<file path="config.mk">
export PLATFORM = sky130hd
export DESIGN_NAME = iom_maint_regs
export DESIGN_NICKNAME = d
export VERILOG_FILES = /design/src/rtl/iom_pkg.sv /design/src/rtl/iom_maint_regs.sv /design/src/rtl/iom_sync.sv /design/src/rtl/iom_sticky.sv
export SDC_FILE = /design/constraint.sdc
export NUM_CORES = 1
export LEC_CHECK = 0
export CAP_MARGIN = 20
export CORE_AREA = 2 2 130 132
export CTS_CLUSTER_DIAMETER = 40
export DETAILED_ROUTE_END_ITERATION = 8
export DIE_AREA = 0 0 132 134
export DONT_BUFFER_PORTS = 1
export SLEW_MARGIN = 20
export SYNTH_ARGS = -nofsm -noshare
export SYNTH_HDL_FRONTEND = slang
export SYNTH_SLANG_ARGS = --single-unit
</file>
<file path="constraint.sdc">
create_clock -name clock -period 2.16 [get_ports clock]
set_clock_uncertainty 0.1 [all_clocks]
set_input_delay 0.432 -clock clock [delete_from_list [all_inputs] [get_ports clock]]
set_output_delay 0.432 -clock clock [all_outputs]
set_load 0.01 [all_outputs]
</file>
<file path="src/rtl/iom_pkg.sv">
package iom_pkg;

    // ------------------------------------------------------------
    // Register addresses on the maintenance channel
    // ------------------------------------------------------------
    localparam logic [7:0] ADDR_SUMMARY = 8'h00;
    localparam logic [7:0] ADDR_IDENT = 8'h10;
    localparam logic [7:0] ADDR_OPTIONS = 8'h12;
    localparam logic [7:0] ADDR_MASK = 8'h18;
    localparam logic [7:0] ADDR_STATUS = 8'h40;
    localparam logic [7:0] ADDR_FAULT1 = 8'h80;

    // ------------------------------------------------------------
    // Function codes that arm register selection
    // ------------------------------------------------------------
    localparam logic [3:0] FUNC_SELECT_A = 4'h4;
    localparam logic [3:0] FUNC_SELECT_B = 4'h5;

    // ------------------------------------------------------------
    // Field positions
    // ------------------------------------------------------------
    localparam int SUM_STATUS_BIT = 59;
    localparam int SUM_HALT_BIT = 60;
    localparam int SUM_UNCORR_BIT = 61;
    localparam int SUM_ENV_BIT = 63;
    localparam int BYTE_WIDTH = 8;
    localparam int ID_TYPE_LSB = 32;
    localparam int ID_MODEL_LSB = 40;
    localparam int ID_SERIAL_LSB = 48;
    localparam int INTREG_LSB = 38;
    localparam int INTREG_WIDTH = 18;
    localparam int DEADSTART_BIT = 56;
    localparam int BARREL_SW_BIT = 59;
    localparam int PP_SW_LSB = 60;
    localparam int PP_SW_WIDTH = 4;
    localparam int PP_FIRST_BIT = 3;
    localparam int PP_GROUP = 5;
    localparam int PP_GROUP_STRIDE = 8;
    localparam int PP_MAX = 20;
    localparam int UNIT_ERR_COUNT = 7;
    localparam int UNIT_ERR_POS [UNIT_ERR_COUNT] = '{32, 33, 34, 35, 36, 37, 39};

    // ------------------------------------------------------------
    // Implemented bit sets and reset values
    // ------------------------------------------------------------
    localparam logic [63:0] OPT_BITS = 64'hf0f0fff5_fff00000;
    localparam logic [63:0] MASK_BITS = 64'hf8fff5ff_f8f8f8f8;
    localparam logic [63:0] PP_BITS = 64'h00000000_f8f8f8f8;
    localparam logic [63:0] CHAN_BITS = 64'hf8fff5ff_00000000;
    localparam logic [63:0] FS1_OTHER_BITS = 64'h000000bf_00000000;
    localparam logic [63:0] FS1_BITS = 64'h000000bf_f8f8f8f8;
    localparam logic [63:0] MASK_RESET = 64'h00000000_00000000;
    localparam logic [63:0] FAULT1_RESET = 64'h00000000_00000000;

    // ------------------------------------------------------------
    // Selection sequence states
    // ------------------------------------------------------------
    typedef enum logic [1:0] {
        ST_IDLE = 2'b00,
        ST_WAIT_CTRL = 2'b01,
        ST_READY = 2'b10
    } iom_state_t;

endpackage : iom_pkg

</file>
<file path="src/rtl/iom_maint_regs.sv">
`timescale 1ns/1ns
`default_nettype none
module iom_maint_regs #(
    parameter int PP_COUNT = 20,
    parameter logic [7:0] ELEM_TYPE = 8'h5a,      // Arbitrary value
    parameter logic [7:0] ELEM_MODEL = 8'ha5,     // Arbitrary value
    parameter logic [15:0] ELEM_SERIAL = 16'h0001, // Arbitrary value
    parameter logic [63:0] OPTIONS = 64'hffffffff_ffffffff
) (
    input wire logic clock,
    input wire logic rst,
    input wire logic funcValid,
    input wire logic [3:0] funcCode,
    input wire logic ctrlValid,
    input wire logic [15:0] ctrlWord,
    input wire logic wrValid,
    input wire logic [63:0] wrData,
    input wire logic rdReq,
    input wire logic [3:0] rdBytes,
    output logic rdValid,
    output logic [63:0] rdData,
    output logic summaryStatus,
    output iom_pkg::iom_state_t selState,
    input wire logic [PP_COUNT-1:0] ppError,
    input wire logic [iom_pkg::UNIT_ERR_COUNT-1:0] unitError,
    input wire logic [63:0] chanFault,
    input wire logic procHalt,
    input wire logic uncorrError,
    input wire logic envAlertPin,
    input wire logic longDeadstartPin,
    input wire logic barrelSwitchPin,
    input wire logic [3:0] ppSwitchPin,
    input wire logic [1:0] registerSelectBits,
    input wire logic [17:0] accReg,
    input wire logic [17:0] progAddrReg,
    input wire logic [17:0] qReg,
    input wire logic [17:0] kReg
);
    import iom_pkg::*;

    // ------------------------------------------------------------
    // Elaboration checks
    // ------------------------------------------------------------
    if (PP_COUNT < 1 || PP_COUNT > PP_MAX) begin : g_bad_count
        $error("PP_COUNT must lie between 1 and 20");
    end

    typedef struct packed {
        iom_state_t mode;
        logic [7:0] addr;
        logic [63:0] mask;
        logic rdValid;
        logic [63:0] rdData;
        logic summary;
    } iom_core_t;

    iom_core_t state;
    iom_core_t next_state;
    logic [63:0] fault1;
    logic [63:0] faultSet;
    logic [63:0] faultClr;
    logic [63:0] maskedSrc;
    logic summaryNow;
    logic [INTREG_WIDTH-1:0] intReg;
    logic [6:0] pinLevel;
    logic envAlert;
    logic longDeadstart;
    logic barrelSwitch;
    logic [3:0] ppSwitch;
    logic selWrite;

    // ------------------------------------------------------------
    // Pin inputs through the three-stage filter
    // ------------------------------------------------------------
    iom_sync #(
        .WIDTH(7)
    ) u_pins (
        .clock(clock),
        .rst(rst),
        .pinIn({ppSwitchPin, barrelSwitchPin, longDeadstartPin, envAlertPin}),
        .level(pinLevel)
    );

    assign envAlert = pinLevel[0];
    assign longDeadstart = pinLevel[1];
    assign barrelSwitch = pinLevel[2];
    assign ppSwitch = pinLevel[6:3];

    // ------------------------------------------------------------
    // Fault status one, error sources and clearing
    // ------------------------------------------------------------
    // Processors fill groups of five, stepping eight bits per group
    always_comb begin
        faultSet = '0;
        for (int k = 0; k < PP_COUNT; k++) begin
            faultSet[PP_FIRST_BIT + PP_GROUP_STRIDE * (k / PP_GROUP) + k % PP_GROUP] = ppError[k];
        end
        for (int u = 0; u < UNIT_ERR_COUNT; u++) begin
            faultSet[UNIT_ERR_POS[u]] = unitError[u];
        end
    end

    assign selWrite = state.mode == ST_READY && wrValid && !funcValid;
    // Writing a one clears that fault; a fresh error still wins
    assign faultClr = (selWrite && state.addr == ADDR_FAULT1) ? wrData : 64'h0;

    iom_sticky #(
        .WIDTH(64),
        .KEEP(FS1_BITS),
        .RESET(FAULT1_RESET)
    ) u_fault1 (
        .clock(clock),
        .rst(rst),
        .setBits(faultSet),
        .clrBits(faultClr),
        .value(fault1)
    );

    // ------------------------------------------------------------
    // Summary status and internal register view
    // ------------------------------------------------------------
    // Masked sources stay recorded but drop out of the summary
    assign maskedSrc = ((fault1 & PP_BITS) | (chanFault & CHAN_BITS)) & ~state.mask;
    assign summaryNow = (|maskedSrc) || (|(fault1 & FS1_OTHER_BITS));

    always_comb begin
        case (registerSelectBits)
            2'b00: intReg = accReg;
            2'b01: intReg = progAddrReg;
            2'b10: intReg = qReg;
            2'b11: intReg = kReg;
            default: intReg = '0;
        endcase
    end

    // ------------------------------------------------------------
    // Read data assembly
    // ------------------------------------------------------------
    function automatic logic [63:0] readWord(input logic [7:0] addr, input logic multi, input logic sumBit,
                                             input logic [63:0] maskReg);
        logic [63:0] w;
        w = 64'h0;
        case (addr)
            ADDR_SUMMARY: begin
                w[SUM_STATUS_BIT] = sumBit;
                w[SUM_HALT_BIT] = procHalt;
                w[SUM_UNCORR_BIT] = uncorrError;
                w[SUM_ENV_BIT] = envAlert;
                if (multi) begin
                    for (int b = 0; b < 64 / BYTE_WIDTH; b++) begin
                        w[b * BYTE_WIDTH + SUM_STATUS_BIT % BYTE_WIDTH] = sumBit;
                        w[b * BYTE_WIDTH + SUM_HALT_BIT % BYTE_WIDTH] = procHalt;
                    end
                end
            end
            ADDR_IDENT: begin
                w[ID_TYPE_LSB +: 8] = ELEM_TYPE;
                w[ID_MODEL_LSB +: 8] = ELEM_MODEL;
                w[ID_SERIAL_LSB +: 16] = ELEM_SERIAL;
            end
            ADDR_OPTIONS: w = OPTIONS & OPT_BITS;
            ADDR_MASK: w = maskReg;
            ADDR_STATUS: begin
                w[INTREG_LSB +: INTREG_WIDTH] = intReg;
                w[DEADSTART_BIT] = longDeadstart;
                w[BARREL_SW_BIT] = barrelSwitch;
                w[PP_SW_LSB +: PP_SW_WIDTH] = ppSwitch;
            end
            ADDR_FAULT1: w = fault1;
            default: w = 64'h0;
        endcase
        return w;
    endfunction : readWord

    // ------------------------------------------------------------
    // Selection sequence, register writes and read answers
    // ------------------------------------------------------------
    always_comb begin
        next_state = state;
        next_state.rdValid = 1'b0;
        next_state.summary = summaryNow;
        if (funcValid) begin
            // A select function word restarts selection; any other function code drops it
            if (funcCode == FUNC_SELECT_A || funcCode == FUNC_SELECT_B) begin
                next_state.mode = ST_WAIT_CTRL;
            end else begin
                next_state.mode = ST_IDLE;
            end
        end else begin
            case (state.mode)
                ST_IDLE: next_state.mode = ST_IDLE;
                ST_WAIT_CTRL: begin
                    if (ctrlValid) begin
                        next_state.mode = ST_READY;
                        next_state.addr = ctrlWord[7:0];
                    end
                end
                ST_READY: begin
                    if (wrValid && state.addr == ADDR_MASK) begin
                        next_state.mask = wrData & MASK_BITS;
                    end
                    if (rdReq) begin
                        next_state.rdValid = 1'b1;
                        next_state.rdData = readWord(state.addr, rdBytes > 4'h1, summaryNow, state.mask);
                    end
                end
                default: next_state.mode = ST_IDLE;
            endcase
        end
    end

    always_ff @(posedge clock) begin
        if (rst) begin
            state.mode <= ST_IDLE;
            state.addr <= 8'h00;
            state.mask <= MASK_RESET;
            state.rdValid <= 1'b0;
            state.rdData <= 64'h0;
            state.summary <= 1'b0;
        end else begin
            state <= next_state;
        end
    end

    assign rdValid = state.rdValid;
    assign rdData = state.rdData;
    assign summaryStatus = state.summary;
    assign selState = state.mode;
endmodule : iom_maint_regs
`default_nettype wire

</file>
<file path="src/rtl/iom_sync.sv">
`timescale 1ns/1ns
`default_nettype none
module iom_sync #(
    parameter int WIDTH = 1
) (
    input wire logic clock,
    input wire logic rst,
    input wire logic [WIDTH-1:0] pinIn,
    output logic [WIDTH-1:0] level
);
    import iom_pkg::*;

    typedef struct packed {
        logic [WIDTH-1:0] s1;
        logic [WIDTH-1:0] s2;
        logic [WIDTH-1:0] s3;
        logic [WIDTH-1:0] out;
    } iom_sync_t;

    iom_sync_t state;
    iom_sync_t next_state;

    // Accept a bit only once stages two and three agree
    always_comb begin
        next_state = state;
        next_state.s1 = pinIn;
        next_state.s2 = state.s1;
        next_state.s3 = state.s2;
        for (int i = 0; i < WIDTH; i++) begin
            if (state.s2[i] == state.s3[i]) begin
                next_state.out[i] = state.s3[i];
            end
        end
    end

    always_ff @(posedge clock) begin
        if (rst) begin
            state <= '0;
        end else begin
            state <= next_state;
        end
    end

    assign level = state.out;
endmodule : iom_sync
`default_nettype wire

</file>
<file path="src/rtl/iom_sticky.sv">
`timescale 1ns/1ns
`default_nettype none
module iom_sticky #(
    parameter int WIDTH = 64,
    parameter logic [WIDTH-1:0] KEEP = '1,
    parameter logic [WIDTH-1:0] RESET = '0
) (
    input wire logic clock,
    input wire logic rst,
    input wire logic [WIDTH-1:0] setBits,
    input wire logic [WIDTH-1:0] clrBits,
    output logic [WIDTH-1:0] value
);
    import iom_pkg::*;

    typedef struct packed {
        logic [WIDTH-1:0] bits;
    } iom_sticky_t;

    iom_sticky_t state;
    iom_sticky_t next_state;

    // Set beats clear so an error landing on a clear is kept
    always_comb begin
        next_state = state;
        next_state.bits = ((state.bits & ~clrBits) | setBits) & KEEP;
    end

    always_ff @(posedge clock) begin
        if (rst) begin
            state <= RESET;
        end else begin
            state <= next_state;
        end
    end

    assign value = state.bits;
endmodule : iom_sticky
`default_nettype wire

</file>
==> key figures, run 1 <==
GRT
  • Grt ovf: 0
  • Global-route wire length before repair: 35620 um
  • Initial antenna violation count: 1
  • Total track usage: between 20% and 30%
  • Largest net degree at the start of global routing: 160
  • Vias in the first global route: 6237

Pwr
  • Static Leak: 3.111 nW
  • P_int: 5.028 mW
  • Reg power frac: 48.5%
  • Switch share: 22.42%
  • Power Total: 6.482 mW
  • Worst ir drop on vdd: 567.4 uV
  • Power share of the combinational group: between 4 and 5%
  • Power Density: ~740 nW/um^2
  • Sw power: 1.454 mW
  • Clock share of power: approximately 47%

Logic synthesis
  • Area share of the largest cell type after synthesis: 43.46%
  • Syn Area/Cell: 8.598 sq um
  • Seq/Total Area, Yosys: 43.46%
  • Async SR Flop Fraction: 0%
  • Mapped Cells: 884
  • EDFF count, synth: 0
  • Post-Synthesis Cell Area: 7601 sq um
  • Synth area leader: dfxtp_1
  • Synth warn: 0
  • Main synth FF type: dfxtp_1
  • Cell variety after synth: 55
  • Synth Register Bits: 165
  • Synth area leaders: dfxtp_1, nand2_1, buf_4

Worst setup path
  • Worst EP required: 2.42 ns
  • CP Data Arrival Time: 2.34 ns
  • R2R Setup Slk: 0.08 ns
  • Crit. End Element: flop
  • Reg-to-reg endpoint: state[95]
  • Critical R2R Launch: state[135]
  • Worst Path Max Fanout: 23
  • Worst setup path category: flop to flop
  • Reg2Reg Depth: 6
  • Setup crit start kind: flop

Timing
  • Tightest Pin Transition: 0.7394 ns
  • Relative slew slack: 50.52%
  • Final min period: 2.080 ns
  • Final period util: 96.30%
  • TNS Setup: 0 ns
  • Max frequency: a little under 0.5 GHz
  • Finish-stage setup viols: 0
  • RSZ-0062 raised after global routing: true
  • Final hold slack: -0.003065 ns
  • Hold Violations, Final: 1
  • Pins Over Slew Limit: 0

Placed design
  • GP Congestion: 0.8579
  • Placed cell count: 1036
  • PortBufs: 0
  • Placement-stage cell area: 7548 sq um
  • Final HPWL DP: around 17000 um

Route
  • Vias per cell: 5.742
  • Post-route DRC: 0
  • Total Wirelength: 24910 um
  • Vias: 6385
  • Drt first pass iters: 5
  • Initial detailed-routing violation count: 486
  • Post-route ant nets: 0
  • Wire length per cell: 22.40 um

Worst hold path
  • Hold EP: state[128]
  • Hold Path Class: primary input to flop
  • Hold depth: 1
  • Hold Crit Start: rst

Final layout
  • Nets: 1148
  • Layout cells sized above 1: 15.04%
  • Post-layout util: 53.94%
  • Design area: between 8000 and 9000 sq um
  • Area Growth Syn to Fin: 15.60%
  • Final non-filler cell total: 1112

Clock tree
  • Worst-skew pair later-pin latency: about 0.43 ns
  • Clk pin slew, worst setup/hold paths: 0.06 ns
  • TritonCTS clock tree: yes
  • Num Clock Sinks: about 170
  • CTS buffer count: 17
  • Clock root buffer: clkbuf_16
  • CTS max path bufs: 2
  • CTS H-Tree Depth: 4

Run status
  • Violated checks: hold timing
  • Status: complete, but fails checks

Floorplan
  • Die extent in x: roughly 130 um
  • Row count: 47
  • Die ar.: approximately 18000 sq um
  • Io pins: roughly 340
  • Core area: 16290 sq um
  • Die height: 134 um
  • Starting Density: 46.66%

Job
  • Max-cap violations: 0
-- cell usage after synthesis, types with 11 or more instances --
master	number
dfxtp_1	165
nand2_1	161
a21oi_1	97
nor2_1	83
buf_4	72
nor2b_1	52
clkbuf_1	30
a221oi_1	21
a211oi_1	18
mux4_2	18
inv_1	17
buf_2	13
nor3_1	13
a22oi_1	11
-- repair_timing --
| item | CTS | global route |
|---|---|---|
| endpoints found under the setup margin | 9 | 35 |
| buffers inserted | 1 | 1 |
| endpoints found under the hold margin | 146 | 51 |
| pin swaps | 8 | 8 |
| resized for setup | 20 | 18 |
| hold buffers | 39 | 1 |
| cloned | 0 | 3 |
-- cells in the final DEF, fill, tap and decap left out, types with 4 or more instances in the layout --
cell	synthesis	final
o21ai_1	5	5
o21ai_0	9	9
nor3_1	13	13
a221oi_1	21	21
a21oi_1	97	97
nand2b_1	5	5
conb_1	1	11
dlygate4sd3_1	0	39
clkbuf_16	0	20
clkinvlp_4	0	5
nor2_1	83	80
a22o_1	5	5
o21a_1	4	4
a2111oi_4	0	4
nand4_1	4	4
nor2b_1	52	50
dfxtp_2	0	5
dfxtp_1	165	159
mux4_2	18	18
buf_4	72	37
a211oi_1	18	18
nand3_1	9	8
a22oi_2	4	4
nand2_1	161	161
buf_12	0	5
a22oi_1	11	11
inv_1	17	17
a2111oi_2	0	4
mux2i_1	8	8
-- layer usage --
| metal | GRT usage [%] | share of wire, % | wire (um) | up-vias |
|---|---|---|---|---|
| met5 | 0 | 0 | 0 | - |
| met4 | 8.514 | 1.8 | 451 | 0 |
| met3 | 7.256 | 8.7 | 2168 | 38 |
| met2 | 44.30 | 49 | 12180 | 292 |
| met1 | 32.84 | 41 | 10120 | 3061 |
| li1 | - | - | - | 2994 |
-- through the flow --
step	hold slack, ns	setup slack (ns)
3_3_place_gp	0.3217	-0.3833
5_1_grt	-0.003333	-0.003474
4_1_cts	-0.03234	0.01130
2_1_floorplan	0.3138	0.08171
6_report	-0.003065	0.07995
3_5_place_dp	0.3204	-0.3545
-- worst max-delay path: stages, from the launching register on --
cell	delay [ns]
dfxtp_1	0.35
nor4_4	0.39
and4b_2	0.42
and3_4	0.29
clkbuf_16	0.23
nand2_1	0.08
a21oi_1	0.13
-- sequential cells by signal, summed over array words and instances, names as in the netlist --
register	count
u_pins.level	7
state	55
u_pins.state	7
rdValid	1
rdData	51
summaryStatus	1
u_pins.next_state	14
selState	2
u_fault1.value	27
-- how the worst max path moves through the flow --
stage          slack [ns]  depth (start not counted)          to                   from
6_report             0.08                          6   state[95]             state[135]
5_1_grt            -0.003                          7  rdData[11]              state[72]
4_1_cts              0.01                          8  rdData[11]             state[118]
3_5_place_dp        -0.35                          8   rdData[3]          chanFault[52]
3_3_place_gp        -0.38                          8   rdData[3]          chanFault[52]
2_1_floorplan        0.08                          5  rdData[49]  registerSelectBits[0]
-- power groups by stage --
stage | logic (mW) | registers [mW] | clock network, mW
3_3_place_gp | 0.229 | 3.21 | 0
5_1_grt | 0.326 | 3.14 | 3.19
3_5_place_dp | 0.231 | 3.21 | 0
6_report | 0.302 | 3.14 | 3.04
4_1_cts | 0.273 | 3.14 | 3.07
2_1_floorplan | 0.245 | 3.19 | 0
-- cell families after synthesis --
logic type / after synthesis / share of synthesized area, %
simple gates: 349 / 21.25
compound gates: 205 / 18.01
flops: 165 / 43.46
buf+inv: 137 / 10.73
mux: 26 / 6.387
xor+xnor: 1 / 0.1152
other cells: 1 / 0.04934
-- area by class of cell --
cell class | instances | area [sq um]
Tap cell | 220 | 275.3
Inverter | 17 | 63.81
Clock buffer | 20 | 456.7
Antenna cell | 1 | 2.502
Fill cell | 1519 | 7502
Timing Repair Buffer | 87 | 893.4
Clock inverter | 10 | 123.9
Multi-Input combinational cell | 592 | 3659
Sequential cell | 165 | 3313
Note: power is estimated with default switching activity, not from simulation.
==> run 2, diff against run 1 <==
- CORE_AREA: 2 2 130 132 -> default
- CORE_MARGIN: default -> 1.5
- CORE_UTILIZATION: default -> 35
- DIE_AREA: 0 0 132 134 -> default
- MAX_ROUTING_LAYER: default -> met4
==> run 2 against run 1 <==
Net effect:
- the flow still finishes with violations (hold timing)
- power is 2.6% higher
- flip-flop and latch count did not move
- final area increased by 1.4%
- first-iteration DRC count decreased by 9.1%
- register-to-register slack got worse by 0.03 ns
- core utilization down 12 points
- clock-buffer cell count increased by 1
- sequential share of layout area fell by 0.49 points
- via count down 0.89%
- fmax fell by 1.3%
==> key figures, run 2 (synthesis results as in run 1) <==
Worst setup path
  • R2R Setup Slk: 0.05 ns (-0.03 ns)
  • Reg2Reg Depth: 8 (+2)
  • CP peak stage delay: 0.40 ns (-0.02 ns)
  • CP cell instances: nor2b_2, a2111oi_2, buf_4, nand4_1, nor4_4, buf_4, o211ai_1, o211a_1
  • Crit. End Element: flop
  • Worst EP required: 2.40 ns (-0.02 ns)
  • Worst setup path end: rdData[27]
  • Worst Path Max Fanout: 4 (-83%)
  • CP Data Arrival Time: 2.34 ns (about the same)
  • Beginning of the critical path: state[125]
  • Worst setup path category: flop to flop
  • Reg-to-reg endpoint: rdData[27]
  • Setup crit start kind: flop
  • Slowest CP cell: nor4_4
  • Critical R2R Launch: state[125]
  • Crit path top cell by count: buf_4

Placed design
  • Final HPWL DP: 17910 um (+5.0%)
  • Placement-stage cell area: 7729 sq um (+2.4%)
  • PortBufs: 0 (unchanged)
  • GP Congestion: 0.8259 (-3.7%)

Floorplan
  • Die ar.: 22610 sq um (+28%)
  • Die extent in x: 150.4 um (+14%)
  • Core area: 21150 sq um (+30%)
  • Die height: 150.4 um (+12%)
  • Row count: 53 (+13%)
  • Io pins: 336 (unchanged)
  • Starting Density: 35.93% (-11 points)

GRT
  • Global-route wire length before repair: 35690 um (+0.17%)
  • Grt ovf: 0 (unchanged)
  • Initial antenna violation count: 1 (unchanged)
  • Largest net degree at the start of global routing: 160 (unchanged)
  • Total track usage: 22.21% (-4.1 points)
  • Vias in the first global route: 5982 (-4.1%)

Pwr
  • Sw power: 1.494 mW (+2.8%)
  • Power Density: 746.8 nW/um^2 (+1.2%)
  • Reg power frac: 47.2% (-1.3 points)
  • Power share of the combinational group: 4.7% (about the same)
  • Static Leak: 3.167 nW (+1.8%)
  • Power Total: 6.651 mW (+2.6%)
  • Clock share of power: 48.1% (+1.2 points)
  • Switch share: 22.47% (+0.042 points)
  • P_int: 5.157 mW (+2.6%)
  • Worst ir drop on vdd: 415.9 uV (-27%)

Route
  • Wire length per cell: 21.21 um (-5.3%)
  • Post-route DRC: 0 (unchanged)
  • Post-route ant nets: 0 (unchanged)
  • Drt first pass iters: 6 (+1)
  • Vias: 6328 (-0.89%)
  • Vias per cell: 5.376 (-6.4%)
  • Total Wirelength: 24970 um (+0.22%)
  • Initial detailed-routing violation count: 442 (-9.1%)

Final layout
  • Design area: 8906 sq um (+1.4%)
  • Nets: 1156 (+0.70%)
  • Most frequent cells in the layout: nand2_1, dfxtp_1, a21oi_1
  • Commonest non-fill, non-tap cell in the layout: nand2_1
  • Layout cells sized above 1: 15.76% (+0.72 points)
  • Largest reg by FF count: state
  • Largest register FFs: 55 (unchanged)
  • Area Growth Syn to Fin: 17.17%

Clock tree
  • Worst-skew pair later-pin latency: 0.44 ns (about the same)
  • Num Clock Sinks: 165 (unchanged)
  • CTS max path bufs: 2 (unchanged)
  • Clk pin slew, worst setup/hold paths: 0.07 ns (about the same)
  • Clock root buffer: clkbuf_16
  • CTS H-Tree Depth: 4 (unchanged)
  • CTS buffer count: 17 (unchanged)
  • TritonCTS clock tree: yes

Worst hold path
  • Hold Path Class: primary input to flop

Timing
  • RSZ-0062 raised after global routing: true
  • Final period util: 97.58% (+1.3 points)
  • Hold Violations, Final: 2 (+1)
  • Tightest Pin Transition: 0.7863 ns (+0.04688 ns)
  • Final hold slack: -0.02739 ns (-0.02433 ns)
  • Final min period: 2.108 ns (+0.02767 ns)
  • TNS Setup: 0 ns (unchanged)
  • Pins Over Slew Limit: 0 (unchanged)
  • Max frequency: 0.4744 GHz (-1.3%)
  • Relative slew slack: 47.39% (-3.1 points)
  • Finish-stage setup viols: 0 (unchanged)

Run status
  • Violated checks: hold timing
  • Status: complete, but fails checks

Job
  • Max-cap violations: 0 (unchanged)
[run 2: cell types whose count changed in the layout (fill, tap and decap cells not counted), moves of 3 or more]
cell / delta
a2111oi_2: +3
buf_4: +8
nor2_2: -3
buf_12: +3
clkbuf_16: -3
[run 2: worst max-delay path, delay by kind of cell, from the launching register on]
kind | cells | cell delay [ns]
AOI/OAI and AO/OA | 3 | 0.56
buffers and inverters | 2 | 0.38
DFF | 1 | 0.35
and+or+nand+nor | 3 | 0.63
[run 2: metrics by stage]
stage | utilization, % | worst slack, ns | cells
finish | 42.10 | 0.05228 | 1177
global route | 42.10 | -0.06194 | 1177
CTS | 41.73 | 0.002723 | 1174
detailed placement | 36.54 | -0.4801 | 1100
global placement | 36.54 | -0.5021 | 1100
floorplan | - | 0.08171 | 894
[run 2: area by class of cell]
type                            instances  area, sq um
Timing Repair Buffer                   95        935.9
Inverter                               17        63.81
Sequential cell                       165         3314
Tap cell                              275        344.1
Fill cell                            2092        12250
Antenna cell                            1        2.502
Multi-Input combinational cell        592         3636
Clock buffer                           21        460.4
Clock inverter                         11        148.9
[run 2: timing repair]
action,in CTS,in global routing
hold buffers,40,2
pin swaps,4,6
setup buffers,2,0
endpoints found under the hold margin,147,44
setup endpoints to repair,9,11
resized for setup,20,14
[run 2: routing by layer]
metal  vias up  part of all wire (%)  global-route usage, %
met3        25                   8.4                  6.879
met2       256                    48                  34.91
li1       3009                     -                      -
met4         0                   1.7                  6.422
met1      3038                    42                  27.36
met5         -                     0                      -
[run 2: power groups by stage]
| stage | sequential [mW] | clock [mW] | combinational, mW |
|---|---|---|---|
| final | 3.14 | 3.20 | 0.311 |
| after global routing | 3.14 | 3.38 | 0.336 |
| after CTS | 3.14 | 3.27 | 0.284 |
| after detailed placement | 3.21 | 0 | 0.246 |
| after global placement | 3.21 | 0 | 0.244 |
| after floorplan | 3.19 | 0 | 0.245 |
[run 2: how the worst min path moves through the flow]
stage / start / to / slack, ns / cells after the start
2_1_floorplan: u_pins.next_state[17] / u_pins.next_state[10] / 0.31 / 1
4_1_cts: rst / state[129] / -0.04 / 1
3_5_place_dp: u_pins.next_state[17] / u_pins.next_state[10] / 0.33 / 1
6_report: rst / state[117] / -0.03 / 1
5_1_grt: rst / state[117] / -0.05 / 1
3_3_place_gp: u_pins.next_state[17] / u_pins.next_state[10] / 0.32 / 1
